`config.mk`:
```
export PLATFORM = sky130hd
export DESIGN_NAME = smc_standby_ctrl
export DESIGN_NICKNAME = d
export VERILOG_FILES = /design/src/smc_pkg.sv /design/src/smc_standby_ctrl.sv
export SDC_FILE = /design/constraint.sdc
export NUM_CORES = 1
export LEC_CHECK = 0
export BUFFER_PORTS_ARGS = -buffer_cell sky130_fd_sc_hd__buf_2
export CELL_PAD_IN_SITES_DETAIL_PLACEMENT = 2
export CELL_PAD_IN_SITES_GLOBAL_PLACEMENT = 2
export CORE_ASPECT_RATIO = 1.25
export CORE_UTILIZATION = 29
export DETAILED_ROUTE_END_ITERATION = 6
export GPL_TIMING_DRIVEN = 1
export HOLD_SLACK_MARGIN = 0.03
export PLACE_DENSITY_LB_ADDON = 0.1
export SKIP_LAST_GASP = 1
export SLEW_MARGIN = 30
export SYNTH_ARGS = -nofsm -noshare
export SYNTH_HDL_FRONTEND = slang
export SYNTH_SLANG_ARGS = --single-unit
```
`constraint.sdc`:
```
create_clock -name CORE_CLK_I -period 3.2 [get_ports CORE_CLK_I]
set_input_delay 0.32 -clock CORE_CLK_I [delete_from_list [all_inputs] [get_ports CORE_CLK_I]]
set_output_delay 0.32 -clock CORE_CLK_I [all_outputs]
set_load 0.02 [all_outputs]
```
`src/smc_pkg.sv`:
```
// Purpose: Shared constants and types for the standby mode control block
// Assumes: 32-bit classic Wishbone register access, 100 MHz core clock
// Notes:   Register words are aligned; narrow fields sit in the low bits
package smc_pkg;
    // Register byte offsets
    localparam logic [3:0] OFS_POWER_SAVE_CONTROL = 4'h0;
    localparam logic [3:0] OFS_STANDBY_MODE_SEL   = 4'h4;
    localparam logic [3:0] OFS_OSC_WAIT_SELECT    = 4'h8;
    localparam logic [3:0] OFS_STATUS             = 4'hC;

    // Field positions of power_save_control
    localparam int POS_STOP_REQUEST = 1;
    localparam int POS_MASKABLE_WM  = 4;
    localparam int POS_NMI_A_WM     = 5;
    localparam int POS_NMI_B_WM     = 6;

    // Field widths and reset values
    localparam int         MODE_SEL_W         = 2;
    localparam int         OSC_SEL_W          = 3;
    localparam logic [2:0] OSC_WAIT_SEL_RESET = 3'h6;
    localparam logic [1:0] MODE_SEL_RESET     = 2'h0;

    // Wait length is two to the power (base + select)
    localparam int         WAIT_EXP_BASE_DEF = 12;
    localparam int         WAIT_CNT_W        = 20;

    // Standby mode encodings of the mode-select field
    localparam logic [1:0] SEL_LIGHT_IDLE = 2'h1;
    localparam logic [1:0] SEL_DEEP_IDLE  = 2'h2;

    typedef struct packed {
        logic nmi_line_b_wake_mask;
        logic nmi_line_a_wake_mask;
        logic maskable_wake_mask;
    } smc_wake_mask_t;

    typedef enum logic [2:0] {
        ST_RUN        = 3'b000,
        ST_HALT       = 3'b001,
        ST_LIGHT_IDLE = 3'b010,
        ST_DEEP_IDLE  = 3'b011,
        ST_STOP       = 3'b100,
        ST_OSC_WAIT   = 3'b101
    } smc_state_t;
endpackage

```
`src/smc_standby_ctrl.sv`:
```
// Purpose: Standby mode control with oscillation stabilization wait
// Assumes: Classic Wishbone slave, all inputs synchronous to CORE_CLK_I
// Notes:   Stop request bit clears itself when the standby state is entered
// Summary of operation
// - A write that sets the stop request bit leaves the wake masks unchanged.
// - The mode select bits act only while the stop request bit is one.
// - The stabilization wait counts only once the oscillator has started.
// - Wait select resets to 06H, giving 2**18 clocks of wait after reset.
//
// The placing of the registers and register access over Wishbone were decided locally.
`timescale 1ns/1ps
`default_nettype none
module smc_standby_ctrl #(
    parameter int WAIT_EXP_BASE = smc_pkg::WAIT_EXP_BASE_DEF
) (
    input  wire logic        CORE_CLK_I,
    input  wire logic        SRST_I,
    input  wire logic        CYC_I,
    input  wire logic        STB_I,
    input  wire logic        WE_I,
    input  wire logic [3:0]  ADR_I,
    input  wire logic [3:0]  SEL_I,
    input  wire logic [31:0] DAT_I,
    output logic      [31:0] DAT_O,
    output logic             ACK_O,
    input  wire logic        HALT_REQ_I,
    input  wire logic        NMI_A_I,
    input  wire logic        NMI_B_I,
    input  wire logic        INT_REQ_I,
    input  wire logic        OSC_STARTED_I,
    output logic             OSC_EN_O,
    output logic             CPU_RUN_O,
    output logic             PERIPH_RUN_O,
    output smc_pkg::smc_state_t STATE_O
);
    import smc_pkg::*;

    ////////////////////////////////////////////////////////////////////////
    // Register and state storage
    smc_wake_mask_t          wake_mask, next_wake_mask;
    logic                    stop_req, next_stop_req;
    logic [MODE_SEL_W-1:0]   mode_sel, next_mode_sel;
    logic [OSC_SEL_W-1:0]    osc_sel, next_osc_sel;
    logic                    ack, next_ack;
    logic [31:0]             rdata, next_rdata;
    smc_state_t              state, next_state;
    logic [WAIT_CNT_W-1:0]   wait_cnt, next_wait_cnt;
    logic                    wake, bus_wr;

    // Wait length in clocks for a select value; values above 6 saturate
    function automatic logic [WAIT_CNT_W-1:0] wait_len(
        input logic [OSC_SEL_W-1:0] sel);
        logic [OSC_SEL_W-1:0] s;
        s = (sel > OSC_WAIT_SEL_RESET) ? OSC_WAIT_SEL_RESET : sel;
        wait_len = WAIT_CNT_W'(1) << (WAIT_EXP_BASE + int'(s));
    endfunction

    // Unmasked wake request from any of the three sources
    assign wake = (NMI_A_I & ~wake_mask.nmi_line_a_wake_mask)
                | (NMI_B_I & ~wake_mask.nmi_line_b_wake_mask)
                | (INT_REQ_I & ~wake_mask.maskable_wake_mask);

    // Write happens at the edge where the master sees ack
    assign bus_wr = CYC_I & STB_I & WE_I & ack & SEL_I[0];

    ////////////////////////////////////////////////////////////////////////
    // Register file and bus answer
    always_comb begin
        next_wake_mask = wake_mask;
        next_stop_req  = stop_req;
        next_mode_sel  = mode_sel;
        next_osc_sel   = osc_sel;
        next_ack       = CYC_I & STB_I & ~ack;
        next_rdata     = rdata;
        // Consume the request on entry; a write in the same cycle wins
        if (state == ST_RUN && stop_req) begin
            next_stop_req = 1'b0;
        end
        if (bus_wr) begin
            if (ADR_I == OFS_POWER_SAVE_CONTROL) begin
                next_stop_req = DAT_I[POS_STOP_REQUEST];
                // Masks written alongside a stop request are dropped
                if (!DAT_I[POS_STOP_REQUEST]) begin
                    next_wake_mask.maskable_wake_mask =
                        DAT_I[POS_MASKABLE_WM];
                    next_wake_mask.nmi_line_a_wake_mask = DAT_I[POS_NMI_A_WM];
                    next_wake_mask.nmi_line_b_wake_mask = DAT_I[POS_NMI_B_WM];
                end
            end else if (ADR_I == OFS_STANDBY_MODE_SEL) begin
                next_mode_sel = DAT_I[MODE_SEL_W-1:0];
            end else if (ADR_I == OFS_OSC_WAIT_SELECT) begin
                next_osc_sel = DAT_I[OSC_SEL_W-1:0];
            end
        end
        if (CYC_I && STB_I && !ack) begin
            next_rdata = 32'h0000_0000;
            if (ADR_I == OFS_POWER_SAVE_CONTROL) begin
                next_rdata[POS_STOP_REQUEST] = stop_req;
                next_rdata[POS_MASKABLE_WM]  = wake_mask.maskable_wake_mask;
                next_rdata[POS_NMI_A_WM]     = wake_mask.nmi_line_a_wake_mask;
                next_rdata[POS_NMI_B_WM]     = wake_mask.nmi_line_b_wake_mask;
            end else if (ADR_I == OFS_STANDBY_MODE_SEL) begin
                next_rdata[MODE_SEL_W-1:0] = mode_sel;
            end else if (ADR_I == OFS_OSC_WAIT_SELECT) begin
                next_rdata[OSC_SEL_W-1:0] = osc_sel;
            end else if (ADR_I == OFS_STATUS) begin
                next_rdata[2:0] = state;
            end
        end
    end

    // Register update; wait select comes up at 06H
    always_ff @(posedge CORE_CLK_I) begin
        if (SRST_I) begin
            wake_mask <= '0;
            stop_req  <= 1'b0;
            mode_sel  <= MODE_SEL_RESET;
            osc_sel   <= OSC_WAIT_SEL_RESET;
            ack       <= 1'b0;
            rdata     <= 32'h0000_0000;
        end else begin
            wake_mask <= next_wake_mask;
            stop_req  <= next_stop_req;
            mode_sel  <= next_mode_sel;
            osc_sel   <= next_osc_sel;
            ack       <= next_ack;
            rdata     <= next_rdata;
        end
    end

    ////////////////////////////////////////////////////////////////////////
    // Standby state machine and stabilization counter
    always_comb begin
        next_state    = state;
        next_wait_cnt = wait_cnt;
        case (state)
            ST_RUN: begin
                // Mode select is consulted only under a stop request
                if (stop_req) begin
                    if (mode_sel == SEL_LIGHT_IDLE) begin
                        next_state = ST_LIGHT_IDLE;
                    end else if (mode_sel == SEL_DEEP_IDLE) begin
                        next_state = ST_DEEP_IDLE;
                    end else begin
                        next_state = ST_STOP;
                    end
                end else if (HALT_REQ_I) begin
                    next_state = ST_HALT;
                end
            end
            // A request already pending still passes through halt
            ST_HALT: begin
                if (wake) begin
                    next_state = ST_RUN;
                end
            end
            ST_LIGHT_IDLE, ST_DEEP_IDLE: begin
                if (wake) begin
                    next_state = ST_RUN;
                end
            end
            ST_STOP: begin
                if (wake) begin
                    next_state    = ST_OSC_WAIT;
                    next_wait_cnt = '0;
                end
            end
            ST_OSC_WAIT: begin
                // Startup time of the oscillator is not part of the wait
                if (OSC_STARTED_I) begin
                    next_wait_cnt = wait_cnt + WAIT_CNT_W'(1);
                    if (next_wait_cnt >= wait_len(osc_sel)) begin
                        next_state = ST_RUN;
                    end
                end
            end
            default: next_state = ST_RUN;
        endcase
    end

    // After reset the core waits for the oscillator as after a stop
    always_ff @(posedge CORE_CLK_I) begin
        if (SRST_I) begin
            state    <= ST_OSC_WAIT;
            wait_cnt <= '0;
        end else begin
            state    <= next_state;
            wait_cnt <= next_wait_cnt;
        end
    end

    ////////////////////////////////////////////////////////////////////////
    // Registered outputs
    always_ff @(posedge CORE_CLK_I) begin
        if (SRST_I) begin
            OSC_EN_O     <= 1'b1;
            CPU_RUN_O    <= 1'b0;
            PERIPH_RUN_O <= 1'b0;
            STATE_O      <= ST_OSC_WAIT;
        end else begin
            OSC_EN_O     <= (next_state != ST_STOP);
            CPU_RUN_O    <= (next_state == ST_RUN);
            PERIPH_RUN_O <= (next_state == ST_RUN) || (next_state == ST_HALT);
            STATE_O      <= next_state;
        end
    end

    assign DAT_O = rdata;
    assign ACK_O = ack;

    ////////////////////////////////////////////////////////////////////////
    // Assertions
    // Masks survive a write that also requests standby
    a_mask_keep_stop: assert property (
        @(posedge CORE_CLK_I) disable iff (SRST_I)
        bus_wr && ADR_I == OFS_POWER_SAVE_CONTROL && DAT_I[POS_STOP_REQUEST]
        |=> wake_mask == $past(wake_mask))
        else $error("wake masks changed by a stop request write");

    // Leaving run for a standby state needs the stop request
    a_mode_needs_stop: assert property (
        @(posedge CORE_CLK_I) disable iff (SRST_I)
        $past(state) == ST_RUN
        && state inside {ST_LIGHT_IDLE, ST_DEEP_IDLE, ST_STOP}
        |-> $past(stop_req))
        else $error("standby entered without a stop request");

    // Counter frozen while the oscillator is still starting
    a_wait_hold_osc: assert property (
        @(posedge CORE_CLK_I) disable iff (SRST_I)
        state == ST_OSC_WAIT && !OSC_STARTED_I
        |=> wait_cnt == $past(wait_cnt))
        else $error("wait counted before oscillator start");

    // First edge after release sees the reset select and the wait state
    a_osc_sel_reset: assert property (
        @(posedge CORE_CLK_I)
        $fell(SRST_I) |-> osc_sel == OSC_WAIT_SEL_RESET
        && state == ST_OSC_WAIT && !CPU_RUN_O)
        else $error("wrong state after reset release");

    // Halt is left for run, with the run output high, one edge after a wake request
    a_halt_wake_exit: assert property (
        @(posedge CORE_CLK_I) disable iff (SRST_I)
        state == ST_HALT && wake |=> state == ST_RUN && CPU_RUN_O)
        else $error("halt not left on pending request");

    // Single cycle acknowledge per request
    a_ack_one_cycle: assert property (
        @(posedge CORE_CLK_I) disable iff (SRST_I)
        ACK_O |=> !ACK_O)
        else $error("ack held longer than one cycle");
endmodule // smc_standby_ctrl
`default_nettype wire

```
==> flow_summary.yaml <==
outcome:
  status: "finished, final reports clean"
timing:
  rsz0062_at_grt: "false"
  setup_viol: 0
  fin_tns_setup_ps: 0
  finClkSkew_ps: 5.16
  worst_slew_pin_slew_ps: 664
  fmax_mhz: 338
  hold_viol_final: 0
  finalCriticalPeriod_ps: 2960
  slew_violations: 0
  finalCritPeriodShare: 0.925
  relSlewSlack: 0.557
clocking:
  htreeDepth: 2
  clkSlewWorstSetupHoldPaths_ps: 60
  tritoncts: "built"
  numCtsBuffers: 5
  cts_buffer_depth: 2
  clk_latency_ps: 290
  clock_sinks: 42
  cts_hold_buf: 0
  cts_root_buffer: "clkbuf_16"
power_and_ir_drop:
  p_leak_uw: 0.00153
  p_per_area_mw_per_mm2: 336
  vdd_drop_max_v: 0.000168
routing:
  route.detailed.drc: 0
  post_drt_wl_per_cell_um: 15.1
  drt-vias-per-instance: 4.91
  vias: 2614
  ant_nets: 0
  routed_wl_mm: 8.03
  drtPass1Iterations: 4
  drt_iter0_drc: 43
placement:
  port-buffer-count: 33
  place_congestion: 0.744
  hpwlAfterDp_mm: 6.38
  dp_cells: 525
synthesis:
  async_reset_ff_frac: 0
  syn_area_mm2: 0.00292
  yosys_warnings: 0
  yosysUniqueCellTypes: 51
  syn_inst: 358
  ys.flop_type: "dfxtp_1"
  ys_seq_area_frac: 0.288
  syn_avg_cell_area_um2: 8.16
  yosys_register_bits: 42
  synth_edf_count: 0
finish:
  syn_to_final_growth_pct: 14.3
  layout-drive-gt1-share: 0.180
  nNetsFinal: 475
  fin_cells: 532
  diodes: 0
critical_path:
  worstPathRequired_ps: 3390
  path_class: "reg2reg"
  endpoint_kind: "register"
  crit_slowest_cell: "or3_1"
  worstPathCellList: "nand4_2, or3_1, buf_4, xnor2_1, ha_1, nand4_1, nor3_1, o311ai_0, o211a_1, nor4_1"
  slowest_delay_ps: 530
  cp-start-kind: "register"
  worst-path-max-fanout: 5
  arrival_ps: 3150
global_route:
  grt_pass1_vias: 2804
  grtUsageTotal: 0.163
  gr-total-overflow: 0
  antenna_found_initial: 0
  grt_max_degree: 26
  grt_pass1_wl_mm: 13.5
flow_run:
  max_cap_violations: 0
floorplanning:
  initial_core_util: 0.301
  core_mm2: 0.00971
  dieArea_mm2: 0.0105
  row_count: 40
  die_x_um: 91.8
  fp.dieH_um: 114
  ios: 89
worst_hold_path:
  min_path_type: "in2reg"
metal layers:
metal | track usage | wire length (um)
met3 | 0.0279 | 221
met2 | 0.328 | 4440
met4 | 0.0531 | 116
met5 | 0 | 0
met1 | 0.169 | 3250
layout make-up:
| type | instances | area [um^2] |
|---|---|---|
| inverters | 7 | 26.3 |
| fillers | 1179 | 6370 |
| multi-input cells | 298 | 1870 |
| well taps | 126 | 158 |
| clock buffers | 7 | 133 |
| repair buffers | 52 | 308 |
| flip-flops and latches | 42 | 841 |
critical path, delay by kind of cell (launching register included):
kind                     cells  cell delay (ps)
AND/OR/NAND/NOR              5             1390
buffers and inverters        1              190
adder cells (fa/ha/maj)      1              310
flip-flops                   1              420
AO/OA/AOI/OAI                2              420
XOR/XNOR                     1              140
registers in the layout, indices dropped and copies added (netlist names):
register	count
mode_sel	2
wake_mask	3
STATE_O	3
PERIPH_RUN_O	1
OSC_EN_O	1
osc_sel	3
stop_req	1
CPU_RUN_O	1
wait_cnt	20
ACK_O	1
DAT_O	6
power by group:
part	internal [uW]	switching (uW)	total (uW)	leakage (uW)
registers	526	3.11	529	0.000339
logic	28.9	78.3	107	0.00113
clock network	286	201	487	0.0000640
total	840	283	1120	0.00153
cell usage in the layout (no fill, tap or decap), types with 6 or more instances in the layout:
master and instances:
xnor2_1 10, nand3b_1 8, buf_2 33, nor3_1 6
o21ai_0 16, nand2_1 26, dfxtp_1 42, a21oi_1 26
conb_1 36, nand3_1 8, or3_1 10, ha_1 19
mux2i_1 10, xor2_1 8, a22oi_1 7, nor2_1 41
buf_4 19, and3_1 7, inv_1 7
repair_timing:
action	4_1_cts	5_1_grt
setup buffers	0	0
gates resized for setup	0	1
setup endpoints to repair	0	2
logic make-up after synthesis:
logic type | Yosys count | synth area share
adder cells (fa/ha/maj) | 19 | 0.0814
other | 2 | 0.00257
XOR/XNOR | 18 | 0.0540
AO/OA/AOI/OAI | 77 | 0.168
buffers and inverters | 52 | 0.115
flip-flops | 42 | 0.288
multiplexers | 12 | 0.0420
AND/OR/NAND/NOR | 136 | 0.249
per-stage QoR:
stage          power (uW)   util  area [um^2]  worst slack (ps)  hold slack [ps]
6_report             1120  0.344         3340               240              277
3_3_place_gp          647  0.330         3200               138              474
5_1_grt              1170  0.344         3340              3.36              288
3_5_place_dp          649  0.330         3200               122              487
4_1_cts              1150  0.344         3340               108              272
2_1_floorplan         641      -         3050               541              464
synthesized netlist by cell type (all sizes together) (10+ instances only):
cell type | n | share of area
clkbuf | 10 | 0.016
xnor2 | 10 | 0.030
nand3 | 10 | 0.021
nand2 | 27 | 0.036
ha | 19 | 0.081
o21ai | 16 | 0.027
a21oi | 26 | 0.045
mux2i | 10 | 0.034
nor2 | 44 | 0.058
or3 | 10 | 0.021
dfxtp | 42 | 0.29
buf | 34 | 0.087
path summary, 6_finish.rpt:
check	startpoint	to	slack, ps	cells past startpoint
max reg2reg	wait_cnt[0]	PERIPH_RUN_O	240	10
min	DAT_I[4]	wake_mask[0]	280	3
min reg2reg	DAT_O[0]	DAT_O[0]	500	2
max	wait_cnt[0]	PERIPH_RUN_O	240	10
Note: power is estimated with default switching activity, not from simulation.
